**src/hdl/dtgr_defines.svh**
```systemverilog
// Register offsets, reset values and field positions of the trim and pin register bank
`ifndef DTGR_DEFINES_SVH
`define DTGR_DEFINES_SVH

// Register offsets on the 5-bit register address
`define DTGR_ADDR_PIN      5'h01
`define DTGR_ADDR_SLEEP    5'h02
`define DTGR_ADDR_OFS_A    5'h03
`define DTGR_ADDR_OFS_B    5'h04
`define DTGR_ADDR_BCAST    5'h07
`define DTGR_ADDR_IN_BASE  5'h08
`define DTGR_ADDR_ZERO_BASE 5'h10
`define DTGR_ADDR_GAIN_BASE 5'h18

// Reset values
`define DTGR_RST_PIN       16'he000
`define DTGR_RST_SLEEP     16'h0000
`define DTGR_RST_DATA      16'h0000
`define DTGR_RST_ZERO      16'h0000
`define DTGR_RST_GAIN      16'h8000
`define DTGR_OFS_SINGLE    16'h0000
`define DTGR_OFS_GAIN6     16'h999a
`define DTGR_OFS_GAIN4     16'haaab

// Field positions
`define DTGR_PIN_MSB       15
`define DTGR_PIN_LSB       13
`define DTGR_SLEEP_BIT     15

// Gain coefficient offset: code 0000h means one half
`define DTGR_GAIN_HALF     17'h08000

`endif

```
**src/hdl/dtgr_pkg.sv**
```systemverilog
// Types shared by the trim and pin register bank
package dtgr_pkg;

    typedef logic [15:0] dtgr_word_t;
    typedef logic [2:0]  dtgr_chan_t;

    // One register access from the serial frame decoder
    typedef struct packed {
        logic       wr;
        logic       rd;
        logic [4:0] addr;
        dtgr_word_t wdata;
    } dtgr_req_s;

endpackage

```
**src/hdl/dtgr_corr.sv**
```systemverilog
// Correction engine: gain multiply, signed zero trim and clamp
`timescale 1ns/10ps
`include "dtgr_defines.svh"
module dtgr_corr
(
    input  wire logic [15:0] code,
    input  wire logic [15:0] gain,
    input  wire logic [15:0] zero,
    output logic      [15:0] result
);

    logic        [16:0] gain_full;
    logic        [32:0] prod;
    logic        [16:0] scaled;
    logic signed [18:0] sum;

    // Coefficient is (32768 + gain) / 65536, so 0.5 up to just under 1.5
    assign gain_full = {1'b0, gain} + `DTGR_GAIN_HALF;
    assign prod      = {17'h00000, code} * {16'h0000, gain_full};
    assign scaled    = prod[32:16];
    assign sum       = $signed({2'b00, scaled}) + $signed({{3{zero[15]}}, zero});

    // RULE_18: clamp to code range
    assign result = sum[18] ? 16'h0000 : ((sum[17:16] != 2'b00) ? 16'hffff : sum[15:0]);

endmodule

```
**src/hdl/dtgr_sleep.sv**
```systemverilog
// Serial sleep control, select-edge wake and input shift or bypass path
`timescale 1ns/10ps
`include "dtgr_defines.svh"
module dtgr_sleep
(
    input  wire logic clk,
    input  wire logic resetn,
    input  wire logic sleep_wr,
    input  wire logic sleep_wbit,
    input  wire logic wake_n,
    input  wire logic cs_n,
    input  wire logic sclk_fall,
    input  wire logic edge_wake_en,
    input  wire logic sdi,
    output logic      sleep,
    output logic      sdo
);

    logic        cs_q;
    logic [1:0]  fall_cnt;
    logic [15:0] shift;
    logic        cs_rise;
    logic        edge_wake;
    logic        next_sleep;

    // Reset word named so its sleep field can be selected
    localparam logic [15:0] SLEEP_RESET_WORD = `DTGR_RST_SLEEP;

    // Falls are counted only up to two; more never matters
    assign cs_rise = cs_n & ~cs_q;
    // RULE_17: select edge wake
    assign edge_wake = cs_rise & edge_wake_en & wake_n & (fall_cnt <= 2'd1);
    // RULE_08: wake pin clears
    assign next_sleep = !wake_n ? 1'b0 : (edge_wake ? 1'b0 : (sleep_wr ? sleep_wbit : sleep));

    // Sleep flag and select tracking
    always_ff @(posedge clk)
    begin
        if (!resetn)
        begin
            sleep    <= SLEEP_RESET_WORD[`DTGR_SLEEP_BIT];
            cs_q     <= 1'b1;
            fall_cnt <= 2'd0;
        end
        else
        begin
            sleep    <= next_sleep;
            cs_q     <= cs_n;
            fall_cnt <= cs_n ? 2'd0 : ((sclk_fall && fall_cnt != 2'd2) ? fall_cnt + 2'd1 : fall_cnt);
        end
    end

    // RULE_09: shift or bypass
    always_ff @(posedge clk)
    begin
        if (!resetn)
        begin
            shift <= 16'h0000;
            sdo   <= 1'b0;
        end
        else
        begin
            if (!sleep && !cs_n && sclk_fall)
                shift <= {shift[14:0], sdi};
            sdo <= sleep ? sdi : shift[15];
        end
    end
endmodule

```
**src/hdl/dtgr_top.sv**
```systemverilog
// Pin control, offset code, serial sleep and per-channel trim register bank
`timescale 1ns/10ps
`include "dtgr_defines.svh"

// Functional notes
// RULE_01: Each pin bit written one releases its open-drain pin; zero pulls low.
// RULE_02: Reading pin bits returns the sampled level of each pin.
// RULE_03: After any reset all three pin bits are one, register reads E000h.
// RULE_04: Dual supply: offset code defaults to its group's trimmed code for the span.
// RULE_05: Single supply: offset writes ignored, offset reads return 0000h.
// RULE_06: Dual supply: span change reloads that group's trimmed offset code.
// RULE_07: Sleep bit one puts serial interface in sleep; reset value 0000h.
// RULE_08: Sleep bit clears on reset pin and while wake pin is low.
// RULE_09: Normal mode shifts input; sleep mode passes input straight to output.
// RULE_10: Broadcast write loads all eight data registers, only with correction disabled.
// RULE_11: Broadcast address always reads 0000h.
// RULE_12: Correction on: data to input register; off: straight to data register.
// RULE_13: Output changes only on latch load; input registers reset to 0000h.
// RULE_14: Zero trim is signed 16-bit offset, one LSB per step, resets 0000h.
// RULE_15: Gain trim is straight binary coefficient 0.5 to 1.5, resets 8000h.
// RULE_16: Span bit zero selects six times reference, one selects four times.
// RULE_17: Select edge wakes only if at most one clock fall while selected.
// RULE_18: Correction multiplies by gain, adds zero trim, clamps to code range.
module dtgr_top
#(
    parameter logic [15:0] TRIM_A_GAIN6 = `DTGR_OFS_GAIN6,
    parameter logic [15:0] TRIM_A_GAIN4 = `DTGR_OFS_GAIN4,
    parameter logic [15:0] TRIM_B_GAIN6 = `DTGR_OFS_GAIN6,
    parameter logic [15:0] TRIM_B_GAIN4 = `DTGR_OFS_GAIN4
)
(
    input  wire logic              CLK_SYS,
    input  wire logic              RESETN,
    input  wire dtgr_pkg::dtgr_req_s REG_REQ,
    output logic [15:0]            REG_RDATA,
    input  wire logic              CORRECTION_ENABLE,
    input  wire logic              SPAN_SEL_A,
    input  wire logic              SPAN_SEL_B,
    input  wire logic              SINGLE_SUPPLY,
    input  wire logic              SELECT_EDGE_WAKE_ENABLE,
    input  wire logic              LATCH_LOAD,
    output logic [7:0][15:0]       CHANNEL_CODE,
    output logic [15:0]            OFFSET_CODE_A,
    output logic [15:0]            OFFSET_CODE_B,
    input  wire logic [2:0]        PIN_IN,
    output logic [2:0]             PIN_OUT,
    output logic [2:0]             PIN_OEN,
    input  wire logic              WAKE_REQUEST_PIN_N,
    input  wire logic              CS_N,
    input  wire logic              SCLK_FALL,
    input  wire logic              SDI,
    output logic                   SDO,
    output logic                   SLEEP_MODE
);

    // Window decode on the upper address bits, reused for three register arrays
    function automatic logic win_hit(input logic [4:0] addr, input logic [4:0] base);
        win_hit = (addr[4:3] == base[4:3]);
    endfunction

    dtgr_pkg::dtgr_word_t in_reg   [8];
    dtgr_pkg::dtgr_word_t data_reg [8];
    dtgr_pkg::dtgr_word_t zero_reg [8];
    dtgr_pkg::dtgr_word_t gain_reg [8];
    logic [2:0]           pin_smp;
    logic [1:0]           span_q;
    logic                 corr_pend;
    dtgr_pkg::dtgr_chan_t pend_ch;
    dtgr_pkg::dtgr_chan_t idx;
    dtgr_pkg::dtgr_word_t corr_out;
    dtgr_pkg::dtgr_word_t next_rdata;
    dtgr_pkg::dtgr_word_t chan_rd;
    logic                 wr_pin;
    logic                 wr_sleep;
    logic                 wr_bcast;
    logic                 wr_in;
    logic                 wr_zero;
    logic                 wr_gain;
    logic [1:0]           wr_ofs;
    logic [1:0]           span_now;
    logic [1:0]           span_chg;
    logic [15:0]          trim_sel [2];

    // Reset word named so its pin field can be selected
    localparam logic [15:0] PIN_RESET_WORD = `DTGR_RST_PIN;

    // Write strobes
    assign idx      = REG_REQ.addr[2:0];
    assign wr_pin   = REG_REQ.wr && REG_REQ.addr == `DTGR_ADDR_PIN;
    assign wr_sleep = REG_REQ.wr && REG_REQ.addr == `DTGR_ADDR_SLEEP;
    assign wr_bcast = REG_REQ.wr && REG_REQ.addr == `DTGR_ADDR_BCAST;
    assign wr_in    = REG_REQ.wr && win_hit(REG_REQ.addr, `DTGR_ADDR_IN_BASE);
    assign wr_zero  = REG_REQ.wr && win_hit(REG_REQ.addr, `DTGR_ADDR_ZERO_BASE);
    assign wr_gain  = REG_REQ.wr && win_hit(REG_REQ.addr, `DTGR_ADDR_GAIN_BASE);
    assign wr_ofs[0] = REG_REQ.wr && REG_REQ.addr == `DTGR_ADDR_OFS_A;
    assign wr_ofs[1] = REG_REQ.wr && REG_REQ.addr == `DTGR_ADDR_OFS_B;

    // RULE_16: span bit picks trim
    assign span_now    = {SPAN_SEL_B, SPAN_SEL_A};
    assign span_chg    = span_now ^ span_q;
    assign trim_sel[0] = SPAN_SEL_A ? TRIM_A_GAIN4 : TRIM_A_GAIN6;
    assign trim_sel[1] = SPAN_SEL_B ? TRIM_B_GAIN4 : TRIM_B_GAIN6;

    // Channel readback follows where written data lands
    assign chan_rd = CORRECTION_ENABLE ? in_reg[idx] : data_reg[idx];

    // RULE_02: pin readback; RULE_11: broadcast reads zero
    assign next_rdata =
        (REG_REQ.addr == `DTGR_ADDR_PIN)   ? {pin_smp, 13'h0000} :
        (REG_REQ.addr == `DTGR_ADDR_SLEEP) ? {SLEEP_MODE, 15'h0000} :
        (REG_REQ.addr == `DTGR_ADDR_OFS_A) ? OFFSET_CODE_A :
        (REG_REQ.addr == `DTGR_ADDR_OFS_B) ? OFFSET_CODE_B :
        win_hit(REG_REQ.addr, `DTGR_ADDR_IN_BASE)   ? chan_rd :
        win_hit(REG_REQ.addr, `DTGR_ADDR_ZERO_BASE) ? zero_reg[idx] :
        win_hit(REG_REQ.addr, `DTGR_ADDR_GAIN_BASE) ? gain_reg[idx] :
        16'h0000;

    // Read data holds until the next read
    always_ff @(posedge CLK_SYS)
    begin
        if (!RESETN)
            REG_RDATA <= 16'h0000;
        else if (REG_REQ.rd)
            REG_RDATA <= next_rdata;
    end

    // RULE_01: open-drain drive
    // RULE_03: pins released at reset
    always_ff @(posedge CLK_SYS)
    begin
        if (!RESETN)
        begin
            PIN_OEN <= PIN_RESET_WORD[`DTGR_PIN_MSB:`DTGR_PIN_LSB];
            PIN_OUT <= 3'h0;
            pin_smp <= 3'h7;
        end
        else
        begin
            if (wr_pin)
                PIN_OEN <= REG_REQ.wdata[`DTGR_PIN_MSB:`DTGR_PIN_LSB];
            PIN_OUT <= 3'h0;        // Only ever pulls low; pull-up is external
            pin_smp <= PIN_IN;
        end
    end

    // RULE_04: trimmed default
    // RULE_05: single supply forces zero
    // RULE_06: span change reloads
    always_ff @(posedge CLK_SYS)
    begin
        if (!RESETN)
        begin
            OFFSET_CODE_A <= TRIM_A_GAIN6;
            OFFSET_CODE_B <= TRIM_B_GAIN6;
            span_q        <= 2'b00;
        end
        else
        begin
            span_q <= span_now;
            if (SINGLE_SUPPLY)
                OFFSET_CODE_A <= `DTGR_OFS_SINGLE;
            else if (span_chg[0])
                OFFSET_CODE_A <= trim_sel[0];
            else if (wr_ofs[0])
                OFFSET_CODE_A <= REG_REQ.wdata;
            if (SINGLE_SUPPLY)
                OFFSET_CODE_B <= `DTGR_OFS_SINGLE;
            else if (span_chg[1])
                OFFSET_CODE_B <= trim_sel[1];
            else if (wr_ofs[1])
                OFFSET_CODE_B <= REG_REQ.wdata;
        end
    end

    // Correction runs one cycle after the input register is written, one channel at a time
    always_ff @(posedge CLK_SYS)
    begin
        if (!RESETN)
        begin
            corr_pend <= 1'b0;
            pend_ch   <= 3'h0;
        end
        else
        begin
            corr_pend <= wr_in && CORRECTION_ENABLE;
            pend_ch   <= idx;
        end
    end

    // RULE_18: shared engine
    dtgr_corr u_corr
    (
        .code   (in_reg[pend_ch]),
        .gain   (gain_reg[pend_ch]),
        .zero   (zero_reg[pend_ch]),
        .result (corr_out)
    );

    // Per-channel register sets
    genvar ch;
    generate
        for (ch = 0; ch < 8; ch++)
        begin : g_chan
            logic hit;
            assign hit = (idx == 3'(ch));

            // RULE_12: data routing
            // RULE_10: broadcast load
            always_ff @(posedge CLK_SYS)
            begin
                if (!RESETN)
                begin
                    in_reg[ch]   <= `DTGR_RST_DATA;
                    data_reg[ch] <= `DTGR_RST_DATA;
                end
                else
                begin
                    if (wr_in && hit && CORRECTION_ENABLE)
                        in_reg[ch] <= REG_REQ.wdata;
                    if (!CORRECTION_ENABLE && (wr_bcast || (wr_in && hit)))
                        data_reg[ch] <= REG_REQ.wdata;
                    else if (corr_pend && pend_ch == 3'(ch))
                        data_reg[ch] <= corr_out;
                end
            end

            // RULE_14: zero trim; RULE_15: gain trim
            always_ff @(posedge CLK_SYS)
            begin
                if (!RESETN)
                begin
                    zero_reg[ch] <= `DTGR_RST_ZERO;
                    gain_reg[ch] <= `DTGR_RST_GAIN;
                end
                else
                begin
                    if (wr_zero && hit)
                        zero_reg[ch] <= REG_REQ.wdata;
                    if (wr_gain && hit)
                        gain_reg[ch] <= REG_REQ.wdata;
                end
            end

            // RULE_13: latch on load
            always_ff @(posedge CLK_SYS)
            begin
                if (!RESETN)
                    CHANNEL_CODE[ch] <= `DTGR_RST_DATA;
                else if (LATCH_LOAD)
                    CHANNEL_CODE[ch] <= data_reg[ch];
            end
        end
    endgenerate

    // RULE_07: sleep register
    // RULE_09: serial path
    dtgr_sleep u_sleep
    (
        .clk          (CLK_SYS),
        .resetn       (RESETN),
        .sleep_wr     (wr_sleep),
        .sleep_wbit   (REG_REQ.wdata[`DTGR_SLEEP_BIT]),
        .wake_n       (WAKE_REQUEST_PIN_N),
        .cs_n         (CS_N),
        .sclk_fall    (SCLK_FALL),
        .edge_wake_en (SELECT_EDGE_WAKE_ENABLE),
        .sdi          (SDI),
        .sleep        (SLEEP_MODE),
        .sdo          (SDO)
    );
endmodule

```
**config.mk**
```make
export PLATFORM = sky130hd
export DESIGN_NAME = dtgr_top
export DESIGN_NICKNAME = d
export VERILOG_FILES = /design/src/hdl/dtgr_pkg.sv /design/src/hdl/dtgr_corr.sv /design/src/hdl/dtgr_sleep.sv /design/src/hdl/dtgr_top.sv
export VERILOG_INCLUDE_DIRS = /design/src /design/src/hdl
export SDC_FILE = /design/constraint.sdc
export NUM_CORES = 2
export LEC_CHECK = 0
export BUFFER_PORTS_ARGS = -buffer_cell sky130_fd_sc_hd__clkbuf_2
export CAP_MARGIN = 40
export CORE_MARGIN = 8
export CORE_UTILIZATION = 28
export CTS_CLUSTER_SIZE = 14
export DETAILED_ROUTE_END_ITERATION = 8
export GPL_TIMING_DRIVEN = 0
export PLACE_DENSITY = 0.55
export SYNTH_ARGS = -nofsm -noshare
export SYNTH_HDL_FRONTEND = slang
export SYNTH_SLANG_ARGS = --single-unit
```
**constraint.sdc**
```tcl
create_clock -name CLK_SYS -period 10.65 [get_ports CLK_SYS]
set_input_delay 1.065 -clock CLK_SYS [delete_from_list [all_inputs] [get_ports CLK_SYS]]
set_output_delay 1.065 -clock CLK_SYS [all_outputs]
set_load 0.005 [all_outputs]
```
==> summary.txt <==
Global route
  – First-pass GRT wire length: 254,700 um
  – Largest net degree at the start of global routing: 18
  – Total GRT Usage: 21.10%
  – Initial antenna violation count: 21
  – Vias in the first global route: 32,570
  – Remaining Overflow, GRT: 0

Setup path
  – Crit-path slowest cell: fa_1
  – Worst reg2reg startpoint: pend_ch[1]
  – Family with the most delay on the worst path: adder cells
  – Worst R2R Setup Slack: 0.26 ns
  – Worst stage delay on the critical path: 0.52 ns
  – Setup crit start: pend_ch[1]
  – Crit start category: register
  – CP required: 11.12 ns
  – Buf/Inv on CP: 14
  – Crit path capture: data_reg[4][15]
  – CP endpoint kind: register
  – Worst EP arrival: 10.85 ns
  – R2r worst-path depth: 41
  – Crit Reg-Reg Endpoint: data_reg[4][15]
  – Crit Path Category: register to register
  – Stages on worst setup path: 41
  – Crit path max fanout: 10

Synth
  – Seq cells post-synth: 721
  – Share of the synthesized area in the top cell type: 35.00%
  – Yosys warning count: 0
  – Synth unique cells: 75
  – Yosys top cell by area: edfxtp_1
  – Synth Cell Area: 43,930 um2
  – Cells after synthesis: 3,686
  – Top area cells in the synthesized netlist: edfxtp_1 35%, mux4_2 12%, dfxtp_1 9.5%
  – Post-synth ARST share: 0%
  – Syn avg cell area: 11.92 um2
  – Seq/Total Area, Yosys: 44.53%
  – Ys flop type: edfxtp_1
  – EDFF count, synth: 512

Timing
  – Hold slack: 0.4529 ns
  – Post-route setup slack: 0.2639 ns
  – RSZ-0062 raised after global routing: false
  – Final period util: 97.52%
  – Tmin final: 10.39 ns
  – Final Setup Violations: 0
  – Final Skew: 0.03357 ns
  – Final hold vios: 0
  – Worst-Margin Slew: 1.122 ns
  – Total negative slack: 0 ns
  – Max-slew headroom: 25.21%
  – Fmax: 96.28 MHz
  – Max Transition Viols Final: 0

Clocking
  – Clock sinks: 721
  – CTS tree: built
  – Max H-tree Level: 3
  – CTS root buffer: clkbuf_16
  – Cts bufs inserted: 83
  – Hold buffers post-CTS: 0
  – CTS clock-pin slew for the worst setup and hold paths: 0.07 ns
  – Worst-case clock buffer depth: 3
  – Worst-Skew Late Latency: 0.66 ns

Min path
  – Hold WC Path Type: register to register
  – Hold Path Origin: u_sleep.shift[13]

Place
  – IO Port Bufs: 210
  – Global placer's final weighted congestion: 1.015
  – DPL Wire Length: 145,000 um
  – Post-place setup slack: -2.468 ns

Flow run
  – Number of max-cap violations: 0

Route
  – Total number of vias: 33,480
  – Iter 0 DRT Violations: 4,678
  – Vias/cell: 5.374
  – Routed len/inst: 29.59 um
  – Post-route DRC: 0
  – Routed wire length: 184,300 um
  – Drt first pass iters: 7
  – Post-route antenna net violation count: 0

Floorplan
  – Die Height: 412.1 um
  – Initial Util: 28.15%
  – # rows: 145
  – Die width: 412.1 um
  – Floorplan Core Area: 156,000 um2
  – Die ar.: 169,800 um2
  – IO Count: 222

Status
  – Status: finished clean

Finish
  – Area Growth Syn to Fin: 18.90%
  – Fillers: 15,590
  – # nets final: 4,449
  – Layout cells sized above 1: 21.28%
-- worst min-delay path, stage by stage (launching register included) --
cell     delay, ns
dfxtp_1       0.31
nand2_1       0.05
a21oi_1       0.05
-- synth_stat cells (30+ instances only) --
cell,number
mux2i_1,172
clkbuf_1,180
ha_1,118
buf_2,35
o21ai_0,142
a22o_1,65
inv_1,257
nor2_1,331
fa_1,208
dfxtp_1,209
buf_1,36
nand3_1,30
edfxtp_1,512
and2_1,408
nand2_1,299
mux4_2,243
a21oi_1,105
mux2_2,41
-- cells in the final DEF, fill, tap and decap left out, drive strengths merged, types with 105 or more instances in the layout --
cell type  netlist  routed
o21ai          146     146
buf             82     192
fa             208     208
clkbuf         180     500
a21oi          105     105
mux2i          173     173
dfxtp          209     209
inv            257     260
mux4           243     243
nand2          299     299
edfxtp         512     512
ha             118     118
and2           409     409
nor2           332     332
-- layer usage --
layer  share of wire (%)  track usage (%)  vias up
li1                    -                -    13850
met1                  39            27.16    17190
met2                  43            30.97     2030
met3                  13            7.811      400
met4                 6.0            10.82        4
met5               0.014                0        -
-- what timing repair did --
action / CTS / global route
gates cloned: 0 / 0
buffers inserted: 12 / 4
resized for setup: 97 / 36
pin swaps: 9 / 8
setup endpoints to repair: 128 / 128
-- stage by stage --
| stage | area, um2 | std cells | utilization [%] |
|---|---|---|---|
| after detailed placement | 48940 | 6054 | 31.37 |
| after global placement | 47580 | 5960 | 30.49 |
| after global routing | 52190 | 6214 | 33.45 |
| after floorplan | 43950 | 3692 | - |
| after CTS | 52050 | 6209 | 33.36 |
| final | 52230 | 6229 | 33.47 |
-- final cells by class --
cell class	instances	area (um2)	share of cell area, %
inverters	257	964.7	1.847
repair buffers	322	2454	4.698
multi-input cells	2452	22660	43.38
well taps	2058	2575	4.930
plain buffers	248	1227	2.350
flip-flops and latches	721	19560	37.45
clock inverters	32	277.8	0.5318
diodes	17	42.54	0.08145
clock buffers	122	2469	4.727
-- how the worst min path moves through the flow --
stage | end | slack [ns] | cells past startpoint
3_3_place_gp | u_sleep.shift[12] | 0.44 | 2
2_1_floorplan | u_sleep.shift[10] | 0.43 | 2
3_5_place_dp | u_sleep.shift[14] | 0.44 | 2
4_1_cts | u_sleep.shift[13] | 0.46 | 2
6_report | u_sleep.shift[14] | 0.45 | 2
5_1_grt | u_sleep.shift[9] | 0.46 | 2
-- logic make-up after synthesis --
family                     share of synthesized area, %
and+or+nand+nor                                   13.44
adders and majority gates                         12.91
buffers and inverters                             4.663
muxes                                             17.46
xor gates and xnor gates                         0.6380
DFF                                               44.53
other                                          0.008537
AOI/OAI and AO/OA                                 6.352
Power is not shown: default switching activity piles up to over one toggle a cycle in this logic, so the estimate is an artifact.
